## src/reset_source_control_consts.vh

```
`ifndef RESET_SOURCE_CONTROL_CONSTS_VH
`define RESET_SOURCE_CONTROL_CONSTS_VH
// Register byte addresses on the AXI4-Lite bus.
`define ADDR_WDT_CTRL 4'h0
`define ADDR_PIN_SEL 4'h4
`define ADDR_CAUSE 4'h8
`define ADDR_STATUS 4'hC
// Watchdog control field positions, codes and reset value.
`define WDT_KEY_MSB 7
`define WDT_KEY_LSB 3
`define WDT_PER_MSB 2
`define WDT_PER_LSB 0
`define WDT_KEY_ENABLE 5'h0A
`define WDT_KEY_DISABLE 5'h15
`define WDT_CTRL_RESET 8'h53
// Reset-pin function codes and reset value.
`define PIN_SEL_GPIO 8'h55
`define PIN_SEL_RESET 8'hAA
// Cause flag bit positions.
`define CAUSE_WDT_FAULT 0
`define CAUSE_UV_FAULT 1
`define CAUSE_UV_RESET 2
`define CAUSE_RST_FAULT 3
// Status bit positions.
`define STAT_TIMEOUT 0
`define STAT_POWERDOWN 1
`define STAT_WDT_RUN 2
`define STAT_INHIBIT 3
// Shortest watchdog period is two to the eighth oscillator ticks.
`define WDT_MIN_SHIFT 5'h08
// Delays in clock cycles.
`define SOFT_RESET_DELAY_CYCLES 16
`define RELEASE_DELAY_CYCLES 64
`endif

```

## src/reset_source_control.v

```verilog
// Summary of operation
// - Watchdog time-out while running gives a full reset and sets timeout flag.
// - Time-out in sleep or idle sets flag, clears only PC and stack pointer.
// - Writing an invalid watchdog key clears the watchdog count.
// - The clear-watchdog instruction clears the watchdog count.
// - The halt instruction clears the watchdog count.
// - Low reset pin clears watchdog count when the reset function is selected.
// - Period code 7 gives the longest time-out, code 0 the shortest.
// - Power-on reset clears the program counter to zero.
// - Power-on reset sets port data and direction registers to all ones.
// - Falling edge on the reset pin resets the device when selected.
// - After the pin returns high, stay inhibited for the release delay.
// - Pin reset keeps some registers, unlike power-on reset.
// - Pin code 55h gives output with enable set; AAh gives reset input.
// - Invalid pin code resets after the soft delay and sets fault flag.
// - Pin select register powers up holding the reset-input code.
// - All resets restore the pin select, except the two watchdog time-out resets (running and sleep).
// - Reset-input code overrides every other sharing of the pin.
// - Reset-control fault flag in bit 3: hardware sets, software clears.
// - Upper four bits of the cause register read as zero.
// - Watchdog key: enable, disable, or reset after soft delay; powers up on.
// - Period field selects two to the eight through fifteen ticks.
// - Invalid-key reset sets watchdog fault flag; software clears it.
// - Power-on clears timeout and power-down; sleep time-out sets both.
`timescale 1ns/1ps
`default_nettype none
`include "reset_source_control_consts.vh"
module reset_source_control #(
  parameter SOFT_DELAY = `SOFT_RESET_DELAY_CYCLES,
  parameter RELEASE_DELAY = `RELEASE_DELAY_CYCLES
) (
  input wire clk,
  input wire sys_rst,
  input wire s_axi_awvalid,
  output wire s_axi_awready,
  input wire [3:0] s_axi_awaddr,
  input wire s_axi_wvalid,
  output wire s_axi_wready,
  input wire [31:0] s_axi_wdata,
  input wire [3:0] s_axi_wstrb,
  output reg s_axi_bvalid,
  input wire s_axi_bready,
  output reg [1:0] s_axi_bresp,
  input wire s_axi_arvalid,
  output wire s_axi_arready,
  input wire [3:0] s_axi_araddr,
  output reg s_axi_rvalid,
  input wire s_axi_rready,
  output reg [31:0] s_axi_rdata,
  output reg [1:0] s_axi_rresp,
  input wire low_speed_oscillator_tick,
  input wire clear_watchdog_instr,
  input wire halt_instr,
  input wire low_power_mode,
  input wire undervoltage_reset,
  input wire undervoltage_ctrl_fault,
  input wire external_reset_pin_in,
  input wire gpio_out_value,
  output reg external_reset_pin_out,
  output reg shared_pin_output_enable,
  output reg full_reset,
  output reg core_inhibit,
  output reg pc_sp_clear,
  output reg port_regs_preset
);
  // ********************************************************************
  // Local definitions
  // ********************************************************************
  localparam ST_RUN = 2'h0;
  localparam ST_SOFT_WAIT = 2'h1;
  localparam ST_PIN_HELD = 2'h2;
  localparam ST_RELEASE = 2'h3;
  localparam CW = 16;

  reg [1:0] state;
  reg [CW-1:0] delay_cnt;
  reg [15:0] wdt_cnt;
  reg [7:0] watchdog_control_reg;
  reg [7:0] reset_pin_function_select;
  reg timeout_flag;
  reg powerdown_flag;
  reg watchdog_ctrl_fault_flag;
  reg undervoltage_ctrl_fault_flag;
  reg undervoltage_reset_flag;
  reg reset_ctrl_fault_flag;
  reg soft_is_pin;
  reg pin_meta;
  reg pin_sync;
  reg pin_last;
  reg tick_meta;
  reg tick_sync;
  reg tick_last;
  reg aw_held;
  reg w_held;
  reg [3:0] aw_addr;
  reg [31:0] w_data;
  reg [3:0] w_strb;

  function valid_key;
    input [4:0] key;
    begin
      valid_key = (key == `WDT_KEY_ENABLE) || (key == `WDT_KEY_DISABLE);
    end
  endfunction

  function valid_pin;
    input [7:0] code;
    begin
      valid_pin = (code == `PIN_SEL_GPIO) || (code == `PIN_SEL_RESET);
    end
  endfunction

  // ********************************************************************
  // Input synchronisers and event detection
  // ********************************************************************
  always @(posedge clk) begin
    if (sys_rst) begin
      pin_meta <= 1'b1;
      pin_sync <= 1'b1;
      pin_last <= 1'b1;
      tick_meta <= 1'b0;
      tick_sync <= 1'b0;
      tick_last <= 1'b0;
    end else begin
      pin_meta <= external_reset_pin_in;
      pin_sync <= pin_meta;
      pin_last <= pin_sync;
      tick_meta <= low_speed_oscillator_tick;
      tick_sync <= tick_meta;
      tick_last <= tick_sync;
    end
  end

  wire pin_is_reset = (reset_pin_function_select == `PIN_SEL_RESET);
  wire pin_fall = pin_is_reset && pin_last && !pin_sync;
  wire pin_low = pin_is_reset && !pin_sync;
  wire tick = tick_sync && !tick_last;
  wire [4:0] key = watchdog_control_reg[`WDT_KEY_MSB:`WDT_KEY_LSB];
  wire [2:0] period = watchdog_control_reg[`WDT_PER_MSB:`WDT_PER_LSB];
  wire wdt_on = (key == `WDT_KEY_ENABLE);
  // Period code n times out at two to the (8 + n) ticks.
  wire [4:0] period_shift = {2'h0, period} + `WDT_MIN_SHIFT;
  wire [15:0] period_last = (16'h0001 << period_shift) - 16'h0001;
  wire wdt_expire = wdt_on && tick && (wdt_cnt == period_last);
  wire key_bad = !valid_key(key);
  wire pin_bad = !valid_pin(reset_pin_function_select);

  // ********************************************************************
  // Register bus
  // ********************************************************************
  wire do_write = aw_held && w_held && !s_axi_bvalid;
  wire do_read = s_axi_arvalid && !s_axi_rvalid;
  assign s_axi_awready = !aw_held;
  assign s_axi_wready = !w_held;
  assign s_axi_arready = !s_axi_rvalid;
  wire wr_ctrl = do_write && (aw_addr == `ADDR_WDT_CTRL) && w_strb[0];
  wire wr_pin = do_write && (aw_addr == `ADDR_PIN_SEL) && w_strb[0];
  wire wr_cause = do_write && (aw_addr == `ADDR_CAUSE) && w_strb[0];

  always @(posedge clk) begin
    if (sys_rst) begin
      aw_held <= 1'b0;
      w_held <= 1'b0;
      aw_addr <= 4'h0;
      w_data <= 32'h0000_0000;
      w_strb <= 4'h0;
      s_axi_bvalid <= 1'b0;
      s_axi_bresp <= 2'h0;
      s_axi_rvalid <= 1'b0;
      s_axi_rdata <= 32'h0000_0000;
      s_axi_rresp <= 2'h0;
    end else begin
      if (s_axi_awvalid && !aw_held) begin
        aw_held <= 1'b1;
        aw_addr <= {s_axi_awaddr[3:2], 2'h0};
      end
      if (s_axi_wvalid && !w_held) begin
        w_held <= 1'b1;
        w_data <= s_axi_wdata;
        w_strb <= s_axi_wstrb;
      end
      if (do_write) begin
        aw_held <= 1'b0;
        w_held <= 1'b0;
        s_axi_bvalid <= 1'b1;
        s_axi_bresp <= (aw_addr == `ADDR_STATUS) ? 2'h2 : 2'h0;
      end else if (s_axi_bvalid && s_axi_bready) begin
        s_axi_bvalid <= 1'b0;
      end
      if (do_read) begin
        s_axi_rvalid <= 1'b1;
        s_axi_rresp <= 2'h0;
        case ({s_axi_araddr[3:2], 2'h0})
          `ADDR_WDT_CTRL: s_axi_rdata <= {24'h0, watchdog_control_reg};
          `ADDR_PIN_SEL: s_axi_rdata <= {24'h0, reset_pin_function_select};
          `ADDR_CAUSE: s_axi_rdata <= {28'h0, reset_ctrl_fault_flag,
            undervoltage_reset_flag, undervoltage_ctrl_fault_flag,
            watchdog_ctrl_fault_flag};
          `ADDR_STATUS: s_axi_rdata <= {28'h0, core_inhibit, wdt_on,
            powerdown_flag, timeout_flag};
          default: s_axi_rdata <= 32'h0000_0000;
        endcase
      end else if (s_axi_rvalid && s_axi_rready) begin
        s_axi_rvalid <= 1'b0;
      end
    end
  end

  // ********************************************************************
  // Reset sequencer
  // ********************************************************************
  // The pin reset and the software resets hold the core, then release it
  // through the release delay; the watchdog warm reset in sleep only
  // pulses the program counter and stack pointer clear.
  always @(posedge clk) begin
    if (sys_rst) begin
      state <= ST_RUN;
      delay_cnt <= {CW{1'b0}};
      soft_is_pin <= 1'b0;
      full_reset <= 1'b1;
      core_inhibit <= 1'b1;
      pc_sp_clear <= 1'b1;
      port_regs_preset <= 1'b1;
      wdt_cnt <= 16'h0000;
      watchdog_control_reg <= `WDT_CTRL_RESET;
      reset_pin_function_select <= `PIN_SEL_RESET;
      timeout_flag <= 1'b0;
      powerdown_flag <= 1'b0;
      watchdog_ctrl_fault_flag <= 1'b0;
      undervoltage_ctrl_fault_flag <= 1'b0;
      undervoltage_reset_flag <= 1'b0;
      reset_ctrl_fault_flag <= 1'b0;
    end else begin
      full_reset <= 1'b0;
      pc_sp_clear <= 1'b0;
      // Port presets are a power-on effect only; pin reset keeps them.
      port_regs_preset <= 1'b0;
      if (wr_ctrl) begin
        watchdog_control_reg <= w_data[7:0];
      end
      if (wr_pin) begin
        reset_pin_function_select <= w_data[7:0];
      end
      // Software writes may only clear the flags, and a set in the same
      // cycle wins because it is applied after the write.
      if (wr_cause) begin
        if (!w_data[`CAUSE_RST_FAULT]) reset_ctrl_fault_flag <= 1'b0;
        if (!w_data[`CAUSE_UV_RESET]) undervoltage_reset_flag <= 1'b0;
        if (!w_data[`CAUSE_UV_FAULT]) undervoltage_ctrl_fault_flag <= 1'b0;
        if (!w_data[`CAUSE_WDT_FAULT]) watchdog_ctrl_fault_flag <= 1'b0;
      end
      if (undervoltage_reset) undervoltage_reset_flag <= 1'b1;
      if (undervoltage_ctrl_fault) undervoltage_ctrl_fault_flag <= 1'b1;
      if (clear_watchdog_instr) powerdown_flag <= 1'b0;
      if (halt_instr) powerdown_flag <= 1'b1;
      // Watchdog count.
      if (key_bad || clear_watchdog_instr || halt_instr || pin_low ||
          !wdt_on) begin
        wdt_cnt <= 16'h0000;
      end else if (wdt_expire) begin
        wdt_cnt <= 16'h0000;
        timeout_flag <= 1'b1;
        if (low_power_mode) begin
          powerdown_flag <= 1'b1;
          pc_sp_clear <= 1'b1;
        end else begin
          full_reset <= 1'b1;
          pc_sp_clear <= 1'b1;
          core_inhibit <= 1'b1;
          state <= ST_RELEASE;
          delay_cnt <= {CW{1'b0}};
        end
      end else if (tick) begin
        wdt_cnt <= wdt_cnt + 16'h0001;
      end
      case (state)
        ST_RUN: begin
          if (pin_fall) begin
            state <= ST_PIN_HELD;
            core_inhibit <= 1'b1;
          end else if (key_bad || pin_bad) begin
            state <= ST_SOFT_WAIT;
            soft_is_pin <= pin_bad;
            delay_cnt <= {CW{1'b0}};
          end
        end
        ST_SOFT_WAIT: begin
          if (delay_cnt == SOFT_DELAY[CW-1:0] - 1'b1) begin
            if (soft_is_pin) reset_ctrl_fault_flag <= 1'b1;
            else watchdog_ctrl_fault_flag <= 1'b1;
            watchdog_control_reg <= `WDT_CTRL_RESET;
            reset_pin_function_select <= `PIN_SEL_RESET;
            full_reset <= 1'b1;
            pc_sp_clear <= 1'b1;
            core_inhibit <= 1'b1;
            state <= ST_RELEASE;
            delay_cnt <= {CW{1'b0}};
          end else begin
            delay_cnt <= delay_cnt + 1'b1;
          end
        end
        ST_PIN_HELD: begin
          full_reset <= 1'b1;
          pc_sp_clear <= 1'b1;
          reset_pin_function_select <= `PIN_SEL_RESET;
          delay_cnt <= {CW{1'b0}};
          if (pin_sync) state <= ST_RELEASE;
        end
        ST_RELEASE: begin
          if (delay_cnt == RELEASE_DELAY[CW-1:0] - 1'b1) begin
            core_inhibit <= 1'b0;
            state <= ST_RUN;
          end else begin
            delay_cnt <= delay_cnt + 1'b1;
          end
        end
        default: state <= ST_RUN;
      endcase
    end
  end

  // ********************************************************************
  // Shared pin
  // ********************************************************************
  // The reset-input code wins over any other use of the pin.
  always @(posedge clk) begin
    if (sys_rst) begin
      shared_pin_output_enable <= 1'b0;
      external_reset_pin_out <= 1'b0;
    end else begin
      shared_pin_output_enable <=
        (reset_pin_function_select == `PIN_SEL_GPIO);
      external_reset_pin_out <= gpio_out_value;
    end
  end
endmodule
`default_nettype wire

```

## config.mk

```make
export PLATFORM = sky130hd
export DESIGN_NAME = reset_source_control
export DESIGN_NICKNAME = d
export VERILOG_FILES = /design/src/reset_source_control.v
export VERILOG_INCLUDE_DIRS = /design/src
export SDC_FILE = /design/constraint.sdc
export NUM_CORES = 1
export LEC_CHECK = 0
export BUFFER_PORTS_ARGS = -buffer_cell sky130_fd_sc_hd__buf_4
export CORE_MARGIN = 2
export CORE_UTILIZATION = 47
export DETAILED_ROUTE_END_ITERATION = 12
export GPL_TIMING_DRIVEN = 0
export PLACE_DENSITY = 0.75
export SLEW_MARGIN = 20
export SYNTH_ARGS = -nofsm -noshare
export SYNTH_HDL_FRONTEND = slang
export SYNTH_SLANG_ARGS = --single-unit
```

## constraint.sdc

```tcl
create_clock -name clk -period 2.61 [get_ports clk]
set_input_delay 0.3915 -clock clk [delete_from_list [all_inputs] [get_ports clk]]
set_output_delay 0.3915 -clock clk [all_outputs]
set_load 0.01 [all_outputs]
```

==> flow_summary_export.csv, run 1 <==
group,metric,value,unit
final_layout,fin_cells,717,
logic_synthesis,ys.flop_type,"dfxtp_1",
worst_hold_path,worstHoldEndpoint,"s_axi_rvalid",
timing,hold_viol,0,
status,outcome,"finished, final reports clean",
drt,drt_wl_total,10.0,mm
drt,drc,0,
logic_synthesis,ys_seq_elements,93,
logic_synthesis,synthArstFlopShare,0,%
clock_tree,path_clk_slew,100,ps
logic_synthesis,synth_edf_count,0,
setup_path,crit_arrival,2710,ps
grt,grt_max_degree,21,
logic_synthesis,yosysUniqueCellTypes,66,
grt,grt_pass1_vias,3567,
timing,max_freq,414,MHz
clock_tree,cts_buffers,9,
drt,drtPass1Iterations,5,
final_layout,reg_top3,"delay_cnt (16), wdt_cnt (16)",
clock_tree,clock_latency,370,ps
power,p_total,3.24,mW
final_layout,design_area,0.00538,mm²
setup_path,startpoint_type,"flop",
worst_hold_path,min_path_type,"input pin to flop",
placement,place_ws,230,ps
grt,grt_pass1_wl,16.4,mm
timing,slew_headroom,36.8,%
clock_tree,ctsHoldBuffers,0,
power,power.density,604,mW/mm²
logic_synthesis,synth_area_per_cell,9.12,µm²
setup_path,r2r_end,"delay_cnt[8]",
final_layout,layout-drive-gt1-share,21.6,%
clock_tree,cts_tree,"yes",
final_layout,regArea,0.00186,mm²
power,p_leak,2.14,nW
setup_path,rr_worst_depth,8,
timing,fin_crit_sh,92.6,%
timing,grt_setup_unrepaired,"no",
timing,fin_hold_ws,194,ps
logic_synthesis,syn_area,0.00454,mm²
final_layout,fillers,863,
floorplanning,core,0.00933,mm²
timing,tightest_slew,943,ps
grt,grt.total_usage,19.7,%
grt,antenna_found_initial,0,
drt,drt_first_iter_violations,222,
placement,post-place-cells,699,
floorplanning,die_y,102,µm
clock_tree,cts.sinks,93,
drt,route.antenna.remaining_nets,0,
setup_path,end_kind,"flop",
final_layout,final_core_util,57.6,%
clock_tree,cts_buffer_depth,2,
placement,gp_congestion,0.951,
setup_path,r2r_start,"delay_cnt[0]",
drt,via_per_inst,5.32,
final_layout,area_delta_synth_final,18.3,%
floorplanning,die_w,102,µm
logic_synthesis,yosysWarnings,0,
clock_tree,ctsHtreeMaxLevel,3,
final_layout,n_antenna_cell,0,
floorplanning,die_area,0.0105,mm²
drt,wl_per_cell,14.0,µm
clock_tree,root_buffer,"clkbuf_8",
logic_synthesis,synth_xor_area_share,2.89,%
setup_path,regToRegSetupSlack,190,ps
drt,vias,3812,
flow_run,maxCapViolations,0,
setup_path,cp.required,2900,ps
placement,placed_cell_area,0.00515,mm²
logic_synthesis,synth_top_family_by_area,"simple AND/OR/NAND/NOR gates",
placement,dpl.hpwl,7.53,mm
logic_synthesis,synthSimpleGateAreaFrac,24.7,%
floorplanning,start_util,48.7,%
final_layout,multiInputGateArea,0.00242,mm²
setup_path,crit_fanout,10,
final_layout,nNetsFinal,648,
logic_synthesis,synth_compound_area_share,13.4,%
timing,fin_worst_skew,18.4,ps
floorplanning,ioPinCount,106,
floorplanning,rows,35,
timing,fin_crit,2420,ps
setup_path,worst-setup-path-type,"flop to flop",
timing,fin_ws,193,ps
grt,gr-total-overflow,0,
timing,maxSlewViolCount,0,
logic_synthesis,synth_seq_area_share,41.0,%
placement,portBuffers,46,
timing,setup_tns,0,ps
logic_synthesis,synthAdderAreaFrac,1.65,%
timing,setup_violations,0,
worst_hold_path,worstHoldStart,"s_axi_rready",
logic_synthesis,synthMuxAreaShare,8.29,%
worst_hold_path,min_path_cells,2,
power,vdd_drop_max,0.345,mV
logic_synthesis,synthCells,498,
cell usage in the layout, fill, tap and decap left out, types with 9 or more instances in the layout:
cell type	n
conb_1	27
dfxtp_1	93
and3_1	9
o21ai_0	19
a21oi_1	25
mux2i_1	23
nor2_1	42
clkbuf_1	12
nor2_4	10
nor3_1	9
buf_4	76
clkbuf_8	9
nand3_1	15
a31oi_1	10
xor2_1	9
inv_1	15
nor2b_1	12
nand2_1	50
report_power, final:
| part | switching, mW | internal, mW | total [mW] |
|---|---|---|---|
| clock | 0.605 | 0.389 | 0.994 |
| sequential | 0.0804 | 1.51 | 1.59 |
| combinational | 0.375 | 0.287 | 0.662 |
worst max-delay path, stage by stage (launching register included):
cell      delay (ps)
dfxtp_1          350
ha_1             240
and3_1           200
nand3_1          130
o21ai_0          140
a211oi_2         540
clkbuf_1         390
o21ai_0          160
a31oi_1          200
worst max path at each step:
stage / start / end / slack [ps] / depth (start not counted)
2_1_floorplan: watchdog_control_reg[5] / delay_cnt[15] / 560 / 6
3_3_place_gp: watchdog_control_reg[5] / delay_cnt[3] / 250 / 6
3_5_place_dp: delay_cnt[0] / delay_cnt[8] / 230 / 8
4_1_cts: watchdog_control_reg[5] / delay_cnt[4] / 180 / 6
5_1_grt: delay_cnt[0] / delay_cnt[8] / 2 / 8
6_report: delay_cnt[0] / delay_cnt[8] / 190 / 8
logic make-up (layout without fill, tap and decap cells):
logic type      after synthesis  in the layout
flops                        93             93
compound gates               92             92
buf+inv                      61            125
xor+xnor                     15             15
mux                          32             32
simple gates                198            198
other cells                   1             27
fa+ha+maj                     6              6
metal layers:
| metal | global-route usage, % | vias to the layer above | wire (µm) |
|---|---|---|---|
| met3 | 3.28 | 16 | 489 |
| li1 | - | 1880 | - |
| met1 | 26.6 | 1803 | 4750 |
| met2 | 31.9 | 113 | 4590 |
| met5 | 0 | - | 0 |
| met4 | 7.38 | 0 | 210 |
layout make-up:
cell class | count | area share, %
Clock inverter | 7 | 1.65
Clock buffer | 9 | 2.30
Buffer | 46 | 5.66
Sequential cell | 93 | 34.6
Inverter | 15 | 1.05
Multi-Input combinational cell | 370 | 45.0
Tap cell | 129 | 3.00
Timing Repair Buffer | 48 | 6.70
what timing repair did:
item | 4_1_cts | 5_1_grt
setup buffers | 0 | 2
endpoints found under the setup margin | 0 | 5
resized for setup | 0 | 1
Yosys cell counts, types with 9 or more instances:
master    instances  area, µm²
clkbuf_1         12       45.0
a21oi_1          25        125
nor2b_1          12       75.1
o21ai_0          19       95.1
nor2_4           10        113
nor3_1            9       45.0
buf_4            28        210
nand2_1          50        188
and3_1            9       56.3
inv_1            15       56.3
mux2i_1          23        230
nor2_1           42        158
dfxtp_1          93       1860
xor2_1            9       78.8
a31oi_1          10       62.6
nand3_1          15       75.1
(Power assumes the default switching activity.)
==> inputs of run 2 (changes only) <==
- SETUP_SLACK_MARGIN: not set -> 0.4
==> flow_summary_export.csv, run 2 (same netlist as run 1, synthesis figures left out) <==
group,metric,value,unit
status,outcome,"finished, final reports clean",
grt,gr-total-overflow,0,
placement,gp_congestion,0.951,
setup_path,startpoint_type,"flop",
floorplanning,die_area,0.0105,mm²
timing,setup_tns,0,ps
setup_path,crit_fanout,10,
floorplanning,start_util,48.7,%
clock_tree,path_clk_slew,100,ps
grt,grt_max_degree,21,
power,vdd_drop_max,0.346,mV
clock_tree,cts_buffers,9,
setup_path,regToRegSetupSlack,460,ps
worst_hold_path,worstHoldEndpoint,"s_axi_rvalid",
clock_tree,root_buffer,"clkbuf_8",
timing,slew_headroom,38.8,%
placement,placed_cell_area,0.00515,mm²
clock_tree,cts_buffer_depth,2,
drt,drt_first_iter_violations,217,
clock_tree,cts_tree,"yes",
setup_path,path_cells,"ha_1 > nand3b_1 > nor3b_2 > o2111ai_2 > buf_4 > nor2_1 > or3_1 > buf_6 > buf_12 > nor2_4",
timing,maxSlewViolCount,0,
clock_tree,cts.sinks,93,
final_layout,fillers,823,
grt,grt.total_usage,20.1,%
final_layout,reg_top3,"delay_cnt (16), wdt_cnt (16)",
drt,vias,3873,
timing,tightest_slew,913,ps
timing,grt_setup_unrepaired,"yes",
timing,max_freq,465,MHz
grt,grt_pass1_wl,16.6,mm
final_layout,layout-drive-gt1-share,27.6,%
final_layout,multiInputGateArea,0.00254,mm²
floorplanning,ioPinCount,106,
setup_path,cp.required,2870,ps
setup_path,end_kind,"flop",
timing,setup_violations,0,
worst_hold_path,min_path_type,"input pin to flop",
grt,antenna_found_initial,0,
setup_path,r2r_start,"wdt_cnt[0]",
final_layout,regArea,0.00187,mm²
floorplanning,rows,35,
setup_path,cp_slowest_cell,"dfxtp_1",
setup_path,worst-setup-path-type,"flop to flop",
clock_tree,clock_latency,370,ps
floorplanning,die_y,102,µm
timing,fin_worst_skew,15.2,ps
final_layout,design_area,0.00562,mm²
placement,dpl.hpwl,7.53,mm
grt,grt_pass1_vias,3611,
worst_hold_path,worstHoldStart,"s_axi_rready",
drt,wl_per_cell,14.4,µm
setup_path,rr_worst_depth,10,
setup_path,crit_arrival,2410,ps
final_layout,n_antenna_cell,0,
drt,drt_wl_total,10.5,mm
drt,route.antenna.remaining_nets,0,
power,p_leak,2.25,nW
floorplanning,die_w,102,µm
flow_run,maxCapViolations,0,
final_layout,final_cell_mix,"87 x buf_4, 87 x dfxtp_1, 50 x nand2_1, 42 x nor2_1, 27 x conb_1",
drt,via_per_inst,5.31,
timing,hold_viol,0,
setup_path,cpPeakStageDelay,380,ps
worst_hold_path,min_path_cells,2,
clock_tree,ctsHtreeMaxLevel,3,
drt,drc,0,
final_layout,area_delta_synth_final,23.8,%
placement,portBuffers,46,
power,power.density,593,mW/mm²
clock_tree,ctsHoldBuffers,0,
timing,fin_crit,2150,ps
drt,drtPass1Iterations,5,
setup_path,crit_path_start,"wdt_cnt[0]",
final_layout,nNetsFinal,661,
timing,fin_crit_sh,82.3,%
floorplanning,core,0.00933,mm²
setup_path,r2r_end,"wdt_cnt[11]",
-- run 2: timing repair --
item	CTS	global route
setup endpoints to repair	27	30
pin swaps	9	11
cloned	0	1
setup buffers	8	6
resized for setup	9	35
-- run 2: where the power goes --
group          switching, mW  internal, mW
logic                  0.409         0.338
clock network          0.607         0.389
registers             0.0812          1.51
-- run 2: worst max-delay path, delay by kind of cell, from the launching register on --
kind / cells / cell delay, ps
AOI/OAI and AO/OA: 1 / 220
and+or+nand+nor: 5 / 810
DFF: 1 / 380
adders and majority gates: 1 / 160
buffers and inverters: 3 / 480
-- run 2: cell type report --
| class | instances | share of cell area, % |
|---|---|---|
| sequential | 93 | 33.2 |
| tap | 129 | 2.87 |
| timing repair buffer | 61 | 8.28 |
| inverter | 15 | 1.00 |
| clock buffer | 9 | 2.20 |
| multi-input combinational | 370 | 45.1 |
| clock inverter | 7 | 1.58 |
| buffer | 46 | 5.70 |
-- run 2: per-layer routing --
layer  part of all wire, %  track usage (%)
met3                   4.3             4.17
met2                    47             32.1
met5                     0                0
met1                    47             26.6
met4                   1.7             7.90
-- run 2: stage by stage --
step                hold WS (ps)  util [%]  total power [mW]  instances  worst slack (ps)
CTS                          182      58.5              3.29        723               356
global route                 197      60.3              3.49        730               298
finish                       195      60.3              3.33        730               462
floorplan                    389         -              2.06        524               564
global placement             393      55.2              2.26        699               245
detailed placement           397      55.2              2.27        699               230
-- run 2: worst max-delay path by stage --
stage                     to  cells past startpoint  slack, ps
3_3_place_gp    delay_cnt[3]                      6        250
4_1_cts         delay_cnt[4]                      7        360
2_1_floorplan  delay_cnt[15]                      6        560
5_1_grt           wdt_cnt[5]                     10        300
6_report         wdt_cnt[11]                     10        460
3_5_place_dp    delay_cnt[8]                      8        230
==> inputs of run 3 (changes only) <==
- clock period: 2.61 -> 2.1 ns (I/O delays scaled with it)
==> flow_summary_export.csv, run 3 (same netlist as run 1, synthesis figures left out) <==
group,metric,value,unit
grt,grt_pass1_vias,3472,
timing,slew_headroom,65.1,%
placement,place_ws,-327,ps
grt,met1_usage,26.9,%
drt,route.antenna.remaining_nets,0,
drt,drc,0,
timing,hold_viol,0,
clock_tree,path_clk_slew,110,ps
clock_tree,cts_tree,"yes",
worst_hold_path,min_path_cells,2,
timing,grt_setup_unrepaired,"yes",
final_layout,area_delta_synth_final,28.2,%
floorplanning,start_util,48.7,%
floorplanning,die_y,102,µm
placement,post-place-cells,699,
placement,gp_congestion,0.956,
floorplanning,ioPinCount,106,
final_layout,layout-drive-gt1-share,32.9,%
setup_path,crit_arrival,2500,ps
power,pwr-share-comb,23.3,%
clock_tree,clock_latency,380,ps
setup_path,rr_worst_depth,7,
timing,fin_crit_sh,107,%
clock_tree,cts.sinks,93,
grt,gr-usage-met3,4.24,%
grt,gr-total-overflow,0,
drt,vias,3859,
floorplanning,die_area,0.0105,mm²
setup_path,worst-setup-path-type,"flop to flop",
timing,fin_ws,-142,ps
timing,max_freq,446,MHz
status,violations,"setup timing",
final_layout,n_antenna_cell,0,
floorplanning,die_w,102,µm
final_layout,design_area,0.00582,mm²
grt,grt_pass1_wl,16.6,mm
setup_path,startpoint_type,"flop",
power,p_sw,1.37,mW
power,p_leak,2.30,nW
clock_tree,ctsHtreeMaxLevel,3,
final_layout,nNetsFinal,665,
power,p_seq_share,47.6,%
grt,met2_usage,33.3,%
clock_tree,root_buffer,"clkbuf_8",
timing,maxSlewViolCount,0,
power,pwr-share-clk,29.1,%
grt,top_usage_layer,"met2",
timing,fin_crit,2240,ps
power,p_total,4.16,mW
status,outcome,"finished, violations left",
final_layout,fin_cells,734,
drt,wl_per_cell,14.6,µm
floorplanning,core,0.00933,mm²
clock_tree,cts_buffers,9,
clock_tree,cts_buffer_depth,2,
final_layout,reg_top3,"delay_cnt (16), wdt_cnt (16)",
worst_hold_path,min_path_type,"input pin to flop",
timing,tightest_slew,524,ps
timing,setup_violations,19,
placement,placed_cell_area,0.00516,mm²
floorplanning,rows,35,
power,power.density,715,mW/mm²
timing,fin_worst_skew,17.7,ps
grt,antenna_found_initial,0,
drt,drt_first_iter_violations,223,
placement,portBuffers,46,
clock_tree,ctsHoldBuffers,0,
placement,dpl.hpwl,7.55,mm
grt,grt_max_degree,20,
setup_path,end_kind,"flop",
drt,drt_wl_total,10.7,mm
grt,grt.total_usage,20.2,%
power,p_int,2.79,mW
drt,via_per_inst,5.26,
timing,setup_tns,-2140,ps
setup_path,cp.required,2360,ps
drt,drtPass1Iterations,4,
final_layout,final_common_cell,"buf_4",
final_layout,final_cell_mix,"89 x buf_4, 77 x dfxtp_1, 50 x nand2_1, 35 x nor2_1, 27 x conb_1",
power,vdd_drop_max,0.386,mV
flow_run,maxCapViolations,0,
setup_path,crit_fanout,7,
power,p_sw_share,33.0,%
run 3: cell types whose count changed in the layout (fill, tap and decap cells not counted), moves of 3 or more:
| cell | before | now |
|---|---|---|
| a31oi_1 | 10 | 7 |
| a31oi_2 | 0 | 3 |
| dfxtp_1 | 87 | 77 |
| dfxtp_2 | 6 | 15 |
| nor2_1 | 42 | 35 |
| nor2_4 | 10 | 15 |
| o21ai_1 | 1 | 4 |
run 3: path summary, 6_finish.rpt:
path | from | end | slack [ps]
max | reset_pin_function_select[4] | delay_cnt[0] | -140
min | s_axi_rready | s_axi_rvalid | 120
max reg2reg | reset_pin_function_select[4] | delay_cnt[0] | -140
min reg2reg | pin_meta | pin_sync | 420
run 3: stage by stage:
| stage | util, % | hold slack, ps |
|---|---|---|
| 2_1_floorplan | - | 343 |
| 4_1_cts | 59.6 | 101 |
| 3_5_place_dp | 55.3 | 396 |
| 5_1_grt | 62.4 | 103 |
| 3_3_place_gp | 55.3 | 394 |
| 6_report | 62.4 | 122 |
run 3: cell type report:
type | count | area [µm²]
multi-input combinational | 370 | 2660
tap | 129 | 161
buffer | 46 | 330
sequential | 93 | 1880
fill | 802 | 3500
timing repair buffer | 65 | 536
clock buffer | 9 | 124
inverter | 15 | 56.3
clock inverter | 7 | 76.3
run 3: worst max-delay path: stages (launching register included):
cell and delay [ps]:
dfxtp_2 380, and4bb_1 210, and3b_2 260, or4_4 440
nor4_4 310, buf_6 170, a211oi_4 70, mux2_4 280
run 3: repair_timing:
item                                    in CTS  in global routing
gates resized for setup                     26                 59
endpoints found under the setup margin      56                 58
cloned                                       1                  1
pin swaps                                   23                 17
buffers inserted                            13                  4
run 3: power by group through the flow:
stage | registers, mW | clock network (mW) | logic (mW)
after floorplan | 1.99 | 0 | 0.588
after global placement | 2.01 | 0 | 0.813
after detailed placement | 2.01 | 0 | 0.825
after CTS | 1.97 | 1.24 | 0.873
after global routing | 1.99 | 1.32 | 1.06
final | 1.98 | 1.21 | 0.970
run 3: per-layer routing:
| layer | routed length, µm | up-vias | share of wire (%) |
|---|---|---|---|
| met5 | 0 | - | 0 |
| met4 | 167 | 0 | 1.6 |
| met3 | 521 | 12 | 4.9 |
| met2 | 5110 | 118 | 48 |
| met1 | 4880 | 1806 | 46 |
| li1 | - | 1923 | - |
